[src/rtl/nsdl_defs.vh]
// Constants for the nibble-exchange and direction-load execution block
`ifndef NSDL_DEFS_VH
`define NSDL_DEFS_VH

// Opcode fields of the 14-bit instruction word
`define NSDL_OPC_HI         13
`define NSDL_OPC_LO         8
`define NSDL_OPC_NIBX       6'h0E
`define NSDL_DIRLD_WORD_HI  13
`define NSDL_DIRLD_WORD_LO  3
`define NSDL_DIRLD_PATTERN  11'h00C
`define NSDL_DEST_BIT       7
`define NSDL_ADDR_HI        6
`define NSDL_ADDR_LO        0
`define NSDL_SEL_HI         2
`define NSDL_SEL_LO         0

// Legal direction register selectors
`define NSDL_SEL_MIN        3'h5
`define NSDL_SEL_MAX        3'h7

// Reset values
`define NSDL_W_RESET        8'h00
`define NSDL_DIR_RESET      8'hFF

`endif

[src/rtl/nsdl_core.v]
// Execution of the nibble-exchange and direction-load instructions
`timescale 1ns/100ps
`include "nsdl_defs.vh"

// Timing overview:
//   An instruction issued on one edge shows its results on the next edge.
//   Direction outputs are flop copies of the inner registers, one edge later.
//   Memory read-back answers the address seen on the previous edge.
//   A same-cycle instruction load and store to one register: the load wins.
//   Status flags are never written here; FLAGS_HOLD tells the core to keep them.

module nsdl_core #(
  parameter DW       = 8,
  parameter IW       = 14,
  parameter AW       = 7,
  parameter DIR_BASE = 7'h05
) (
  // Clock and reset
  input  wire          CLK,
  input  wire          RESETN,
  // Instruction issue
  input  wire          INSTR_VALID,
  input  wire [IW-1:0] INSTR,
  // Operand read from the addressed data register
  input  wire [DW-1:0] FILE_RDATA,
  // Ordinary data-memory access to direction registers
  input  wire          MEM_WE,
  input  wire [AW-1:0] MEM_ADDR,
  input  wire [DW-1:0] MEM_WDATA,
  // Result write-back to data memory
  output reg           FILE_WE,
  output reg  [AW-1:0] FILE_WADDR,
  output reg  [DW-1:0] FILE_WDATA,
  // Accumulator and status
  output reg  [DW-1:0] W_VALUE,
  output reg           FLAGS_HOLD,
  output reg           DONE,
  output reg           ILLEGAL_SEL,
  // Direction registers and memory read-back
  output reg  [DW-1:0] DIR_A,
  output reg  [DW-1:0] DIR_B,
  output reg  [DW-1:0] DIR_C,
  output reg  [DW-1:0] MEM_RDATA,
  output reg           MEM_RHIT
);

  ////////////////////////////////////////////////////////////////////////
  // Decode

  wire          is_nibx;
  wire          is_dirld;
  wire          dest_file;
  wire [2:0]    sel;
  wire          sel_ok;
  wire [DW-1:0] swapped;
  reg  [DW-1:0] w_reg;
  reg  [DW-1:0] w_next;

  // Valid gates both decodes so an idle instruction word does nothing
  assign is_nibx   = INSTR_VALID && (INSTR[`NSDL_OPC_HI:`NSDL_OPC_LO] == `NSDL_OPC_NIBX);
  assign is_dirld  = INSTR_VALID &&
                     (INSTR[`NSDL_DIRLD_WORD_HI:`NSDL_DIRLD_WORD_LO] == `NSDL_DIRLD_PATTERN);
  // Destination bit: zero targets the accumulator, one the source register
  assign dest_file = INSTR[`NSDL_DEST_BIT];
  // Selector field only means something for the direction-load word
  assign sel       = INSTR[`NSDL_SEL_HI:`NSDL_SEL_LO];
  // Selectors below 5 name no register and are dropped
  assign sel_ok    = (sel >= `NSDL_SEL_MIN) && (sel <= `NSDL_SEL_MAX);
  // Upper result half takes low source half and vice versa
  assign swapped   = {FILE_RDATA[DW/2-1:0], FILE_RDATA[DW-1:DW/2]};

  ////////////////////////////////////////////////////////////////////////
  // Direction registers

  wire [DW-1:0] dir_val [0:2];
  wire [2:0]    dir_ins_we;
  wire [2:0]    dir_mem_we;
  wire [AW-1:0] mem_off;
  wire          mem_in_dir;
  reg  [DW-1:0] rd_mux;

  // Offset from the first direction register; low addresses wrap far away
  // so they can never alias onto a direction register
  assign mem_off    = MEM_ADDR - DIR_BASE;
  // Only three direction registers exist above the base
  assign mem_in_dir = (mem_off < 3);

  // One register per selector; each picks its own write source
  genvar gi;
  generate
    for (gi = 0; gi < 3; gi = gi + 1) begin : g_dir
      localparam [2:0]    SEL_CODE = `NSDL_SEL_MIN + gi;
      localparam [AW-1:0] MEM_SLOT = gi;

      // Instruction load aimed at this register only
      assign dir_ins_we[gi] = is_dirld && sel_ok && (sel == SEL_CODE);
      // Ordinary store aimed at this register only
      assign dir_mem_we[gi] = MEM_WE && (mem_off == MEM_SLOT);

      // Load wins on its own register only, so a store to a sibling still lands
      nsdl_dir_reg #(
        .WIDTH (DW)
      ) u_dir (
        .clk    (CLK),
        .resetn (RESETN),
        .ins_we (dir_ins_we[gi]),
        .mem_we (dir_mem_we[gi]),
        .wdata  (dir_ins_we[gi] ? w_reg : MEM_WDATA),
        .value  (dir_val[gi])
      );
    end
  endgenerate

  // Read mux; unmapped addresses read as zero, never a stale register
  always @* begin
    rd_mux = {DW{1'b0}};
    if (mem_in_dir) begin
      rd_mux = dir_val[mem_off[1:0]];
    end
  end

  ////////////////////////////////////////////////////////////////////////
  // Accumulator next value

  always @* begin
    w_next = w_reg;
    if (is_nibx && !dest_file) begin
      w_next = swapped;
    end
  end

  // Single-cycle completion: no stall state exists, so back-to-back
  // instructions always see the accumulator value of the previous one
  always @(posedge CLK) begin
    if (!RESETN) begin
      w_reg   <= `NSDL_W_RESET;
      W_VALUE <= `NSDL_W_RESET;
    end else begin
      w_reg   <= w_next;
      W_VALUE <= w_next;
    end
  end

  ////////////////////////////////////////////////////////////////////////
  // Register write-back

  // Address and data follow every cycle; only the strobe makes them count.
  // The core owns the file port, so this block needs no memory of its own.
  always @(posedge CLK) begin
    if (!RESETN) begin
      FILE_WE    <= 1'b0;
      FILE_WADDR <= {AW{1'b0}};
      FILE_WDATA <= {DW{1'b0}};
    end else begin
      FILE_WE    <= is_nibx && dest_file;
      FILE_WADDR <= INSTR[`NSDL_ADDR_HI:`NSDL_ADDR_LO];
      FILE_WDATA <= swapped;
    end
  end

  ////////////////////////////////////////////////////////////////////////
  // Status pulses

  // Neither instruction touches status; tell the core to keep them
  always @(posedge CLK) begin
    if (!RESETN) begin
      FLAGS_HOLD  <= 1'b0;
      DONE        <= 1'b0;
      ILLEGAL_SEL <= 1'b0;
    end else begin
      FLAGS_HOLD  <= is_nibx || is_dirld;
      // A refused selector still completes; it only skips the write
      DONE        <= is_nibx || is_dirld;
      // Low selectors name no register; flag it for the core
      ILLEGAL_SEL <= is_dirld && !sel_ok;
    end
  end

  ////////////////////////////////////////////////////////////////////////
  // Direction outputs

  // Output copies lag the inner registers by one edge; this keeps every
  // top-level output on a flop at the cost of one cycle of latency
  always @(posedge CLK) begin
    if (!RESETN) begin
      DIR_A <= `NSDL_DIR_RESET;
      DIR_B <= `NSDL_DIR_RESET;
      DIR_C <= `NSDL_DIR_RESET;
    end else begin
      DIR_A <= dir_val[0];
      DIR_B <= dir_val[1];
      DIR_C <= dir_val[2];
    end
  end

  ////////////////////////////////////////////////////////////////////////
  // Memory read-back

  // Read-back answers the address of the previous cycle
  always @(posedge CLK) begin
    if (!RESETN) begin
      MEM_RHIT  <= 1'b0;
      MEM_RDATA <= {DW{1'b0}};
    end else begin
      MEM_RHIT  <= mem_in_dir;
      MEM_RDATA <= rd_mux;
    end
  end

endmodule

[src/rtl/nsdl_dir_reg.v]
// One port direction register with two write paths and a read tap
`timescale 1ns/100ps
`include "nsdl_defs.vh"

module nsdl_dir_reg #(
  parameter WIDTH = 8
) (
  // Clock and reset
  input  wire             clk,
  input  wire             resetn,
  // Write by direction-load instruction
  input  wire             ins_we,
  // Write by ordinary data-memory store
  input  wire             mem_we,
  input  wire [WIDTH-1:0] wdata,
  // Current value
  output reg  [WIDTH-1:0] value
);

  // All pins start as inputs; either write path loads the same data
  always @(posedge clk) begin
    if (!resetn) begin
      value <= `NSDL_DIR_RESET;
    end else if (ins_we || mem_we) begin
      value <= wdata;
    end
  end

endmodule

[config.mk]
export PLATFORM = sky130hd
export DESIGN_NAME = nsdl_core
export DESIGN_NICKNAME = d
export VERILOG_FILES = /design/src/rtl/nsdl_core.v /design/src/rtl/nsdl_dir_reg.v
export VERILOG_INCLUDE_DIRS = /design/src /design/src/rtl
export SDC_FILE = /design/constraint.sdc
export NUM_CORES = 1
export LEC_CHECK = 0
export ABC_AREA = 1
export BUFFER_PORTS_ARGS = -buffer_cell sky130_fd_sc_hd__buf_2
export CAP_MARGIN = 0
export CORE_MARGIN = 4
export CORE_UTILIZATION = 46
export DETAILED_ROUTE_END_ITERATION = 10
export PLACE_DENSITY = 0.75
export SYNTH_ARGS = -nofsm -noshare
export SYNTH_HDL_FRONTEND = slang
export SYNTH_SLANG_ARGS = --single-unit
[constraint.sdc]
create_clock -name CLK -period 1.57 [get_ports CLK]
set_clock_uncertainty 0.05 [all_clocks]
set_input_delay 0.314 -clock CLK [delete_from_list [all_inputs] [get_ports CLK]]
set_output_delay 0.314 -clock CLK [all_outputs]
set_load 0.02 [all_outputs]
==> summary by stage <==
Status
The run finished with clean final reports.

Detailed routing
Summed over all nets, wire length on met2 after detailed routing comes to 3560 µm. For this run, design rule violations remaining after detail routing come to 0. The via count normalized by instance count is 4.78. The routed length on met1 is 3610 µm. The pre-antenna-repair detailed-routing pass consisted of 4 iterations. For this block, the initial DRC count from the detailed router was 151. The routed wire length per instance is 12.6 µm. The antenna violation net count after detailed routing is 0. After detailed routing, the met3 layer carries 745 µm of wire. Routed signal wires occupy layers up through met4. The final layout contains routed wiring with a total length of 8080 µm. The routed layout has 3060 vias.

Yosys
For this run, asynchronously set or reset flops after synthesis account for 0%. The number of enable flip-flop cells after synthesis is 0. In this run the cell area of the synthesized design comes to 0.00341 mm². The most frequent cell after synthesis is nand2_1. The count of yosys warnings during synthesis is 0. The cell count after synthesis is 420. The most instantiated flip-flop cell in the synthesis netlist is dfxtp_1. The total nets after synthesis is 465. The cell type contributing the most total cell area after synthesis is dfxtp_1. In this run, synthesis produced a sequential element count of 83. The share of the Yosys chip area taken by registers is 48.8%. The top cell type's share of synthesized area is 48.8%. Ranked by total cell area, the synthesized netlist is headed by dfxtp_1 (49%), nand2_1 (9.8%), nand3_1 (7.8%). In this run, distinct cell masters in the synthesized netlist total 30. By count the netlist is led by nand2_1 (89), dfxtp_1 (83), nand3_1 (53).

A synthesized cell averages 8.11 µm².

Layout
The number of nets at the end of the flow is 581. The post-route netlist has 34.9% of its cells at a drive strength greater than 1. The synthesis-to-finish area growth is 28.0%. The diode insertion count for antenna repair is 0.

The register with the most flip-flops in the layout has 24 of them. Ranked by flip-flop count, first place goes to g_dir.u_dir.value. The finished layout cell area is 0.00436 mm². The fill cell instance count of the final layout is 659.

CTS
The clock latency of the later-clocked register in the worst-skew pair is 0.36 ns. The number of buffers on the longest clock path is 2. The post-CTS setup buffer count is 0. The cell sitting at the root of the clock tree is a clkbuf_8. TritonCTS built the clock tree. The clock transition at the registers of the reported paths is 0.09 ns. The number of buffers inserted by hold repair at cts is 0. The TritonCTS buffer count is 9. The post-cts resize count is 0. The maximum level of the CTS H-tree is 3. Clock tree synthesis found a total of 83 sinks.

Floorplan
The height of the chip is 94.1 µm. The horizontal die dimension is 94.1 µm. The number of placement rows is 31. The placeable core area is 0.00721 mm². 101 I/O pins were placed. The die covers 0.00885 mm². The starting density of the core is 47.2%.

Setup path
Among the stages of the critical path, the cell type that occurs most often is nand2_1. In this run the number of cells on the critical path is 13. The maximum single-stage delay on the critical path is 0.19 ns. For the worst setup path, the data arrival time is 1.66 ns.

The critical path class is primary input to flop. The category of the worst setup path launch point is a primary input. The worst endpoint required time is 1.81 ns. The endpoint identified for the worst register-to-register timing path is MEM_RDATA[1]$_SDFF_PN0_. Among cell families on the critical path, the largest total delay comes from simple AND/OR/NAND/NOR gates. The number of cells on the worst reg-to-reg path is 4. Across all register-to-register paths, the minimum setup slack is 0.59 ns. The worst setup path is captured at a flop. The slowest stage of the critical path belongs to the cell nor2_8.

The startpoint identified for the worst register-to-register timing path is g_dir[1].u_dir.value[1]$_SDFFE_PN1P_. The buffer and inverter count on the worst path is 3. Along the worst path, the maximum fanout reaches 9.

The critical path goes through buf_2 > inv_1 > ha_4 > inv_2 > nand2_1 > nand2_1 > a21oi_2 > nand2_2 > nor2_8 > nand2_4 > nand2_4 > nand2_1 > nand3_1.

GRT
The number of global-route vias before repair is 2959. The initial antenna violation count is 0. The maximum number of pins on one net before global-route repair is 33. The wire length of the first global-routing pass is 13400 µm.

After global routing the overflow that remains totals 0. The global router's overall resource usage is 19.3%.

Placement
The final HPWL from detailed placement is 6400 µm. The congestion estimate from routability-driven global placement came to 0.847. Input and output buffers added on the ports amount to 100. The total cell area at the placement stage is 0.00416 mm². Prior to clock tree synthesis, the placed netlist has a worst setup slack of -0.200 ns.

STA
Setup repair after global routing left no endpoint under its margin. For the final routed database, the setup TNS stands at 0 ns. Static timing analysis puts the maximum clock frequency at 708 MHz. The final critical path takes up 89.9% of the cycle. Across all setup checks in the final design, the least slack found is 0.158 ns. The slew at the pin closest to its max-slew limit is 0.455 ns. The hold violation count in the final report is 0. Setup violations remaining at the end of the flow were counted as 0. The worst pin sits at a relative slew slack of 69.5%.

The number of pins with negative max-slew slack in the final report was 0. For the finished layout, the period the worst path requires is 1.41 ns.

Power
The worst-case IR drop observed on VDD is 0.553 mV. Dividing total power by cell area gives a power density of 948 mW/mm². The leakage power of the design is 2.29 nW.

Worst hold path
The worst hold path passes through 3 cells. The startpoint of the most critical hold path is FILE_RDATA[6]. The endpoint with the worst hold slack is FILE_WDATA[2]$_SDFF_PN0_.

The class of the worst hold path is primary input to flop.

Flow run
The tool flagged a number of max-cap violations equal to 0.
## layer usage
layer,track usage [%],up-vias
met2,30.0,121
li1,-,1579
met5,0,-
met1,24.5,1345
met4,8.54,0
met3,5.85,15
## cell families after synthesis
kind of cell / after synthesis / synth area share (%)
and+or+nand+nor: 207 / 31.6
DFF: 83 / 48.8
AOI/OAI and AO/OA: 59 / 9.25
adders and majority gates: 4 / 1.47
buffers and inverters: 67 / 8.96
## power by group
part           switching, mW  internal (mW)  total, mW
sequential           0.00934           2.13       2.14
combinational          0.244          0.161      0.405
clock                  0.830          0.760       1.59
## how the worst max path moves through the flow
stage,slack [ns],startpoint,endpoint
floorplan,-0.02,MEM_ADDR[0],g_dir[0].u_dir.value[0]$_SDFFE_PN1P_
global route,0.04,MEM_ADDR[1],g_dir[1].u_dir.value[0]$_SDFFE_PN1P_
detailed placement,-0.20,MEM_ADDR[1],g_dir[2].u_dir.value[5]$_SDFFE_PN1P_
finish,0.16,MEM_ADDR[1],g_dir[0].u_dir.value[1]$_SDFFE_PN1P_
global placement,-0.15,MEM_ADDR[1],g_dir[2].u_dir.value[1]$_SDFFE_PN1P_
CTS,0.17,MEM_ADDR[1],g_dir[0].u_dir.value[1]$_SDFFE_PN1P_
## through the flow
step	util (%)	power (mW)	instances	hold WS [ns]
2_1_floorplan	-	2.43	420	0.357
3_3_place_gp	57.7	2.59	624	0.402
3_5_place_dp	57.7	2.60	624	0.409
4_1_cts	60.5	4.16	640	0.0821
5_1_grt	60.5	4.32	640	0.0839
6_report	60.5	4.14	640	0.0940
## cells in the final DEF (no fill, tap or decap), drive strengths merged
cell / count
a21oi: 10
a22oi: 8
buf: 123
bufinv: 1
clkbuf: 9
clkinv: 1
clkinvlp: 1
dfxtp: 83
ha: 4
inv: 53
nand2: 103
nand3: 57
nand4: 3
nor2: 23
nor3: 2
nor4: 3
o21ai: 41
or2: 16
## area by class of cell
class / instances / area [µm²] / area share, %
timing repair buffer: 123 / 711 / 16.3
tap: 99 / 124 / 2.84
clock buffer: 9 / 124 / 2.84
clock inverter: 7 / 80.1 / 1.83
sequential: 83 / 1660 / 38.1
multi-input combinational: 270 / 1470 / 33.7
inverter: 49 / 191 / 4.39
## worst min-delay path: cells and delay by family
kind          cells  cell delay (ns)
buf+inv           2             0.13
simple gates      1             0.04
No activity file was read; power rests on OpenSTA's default activity.
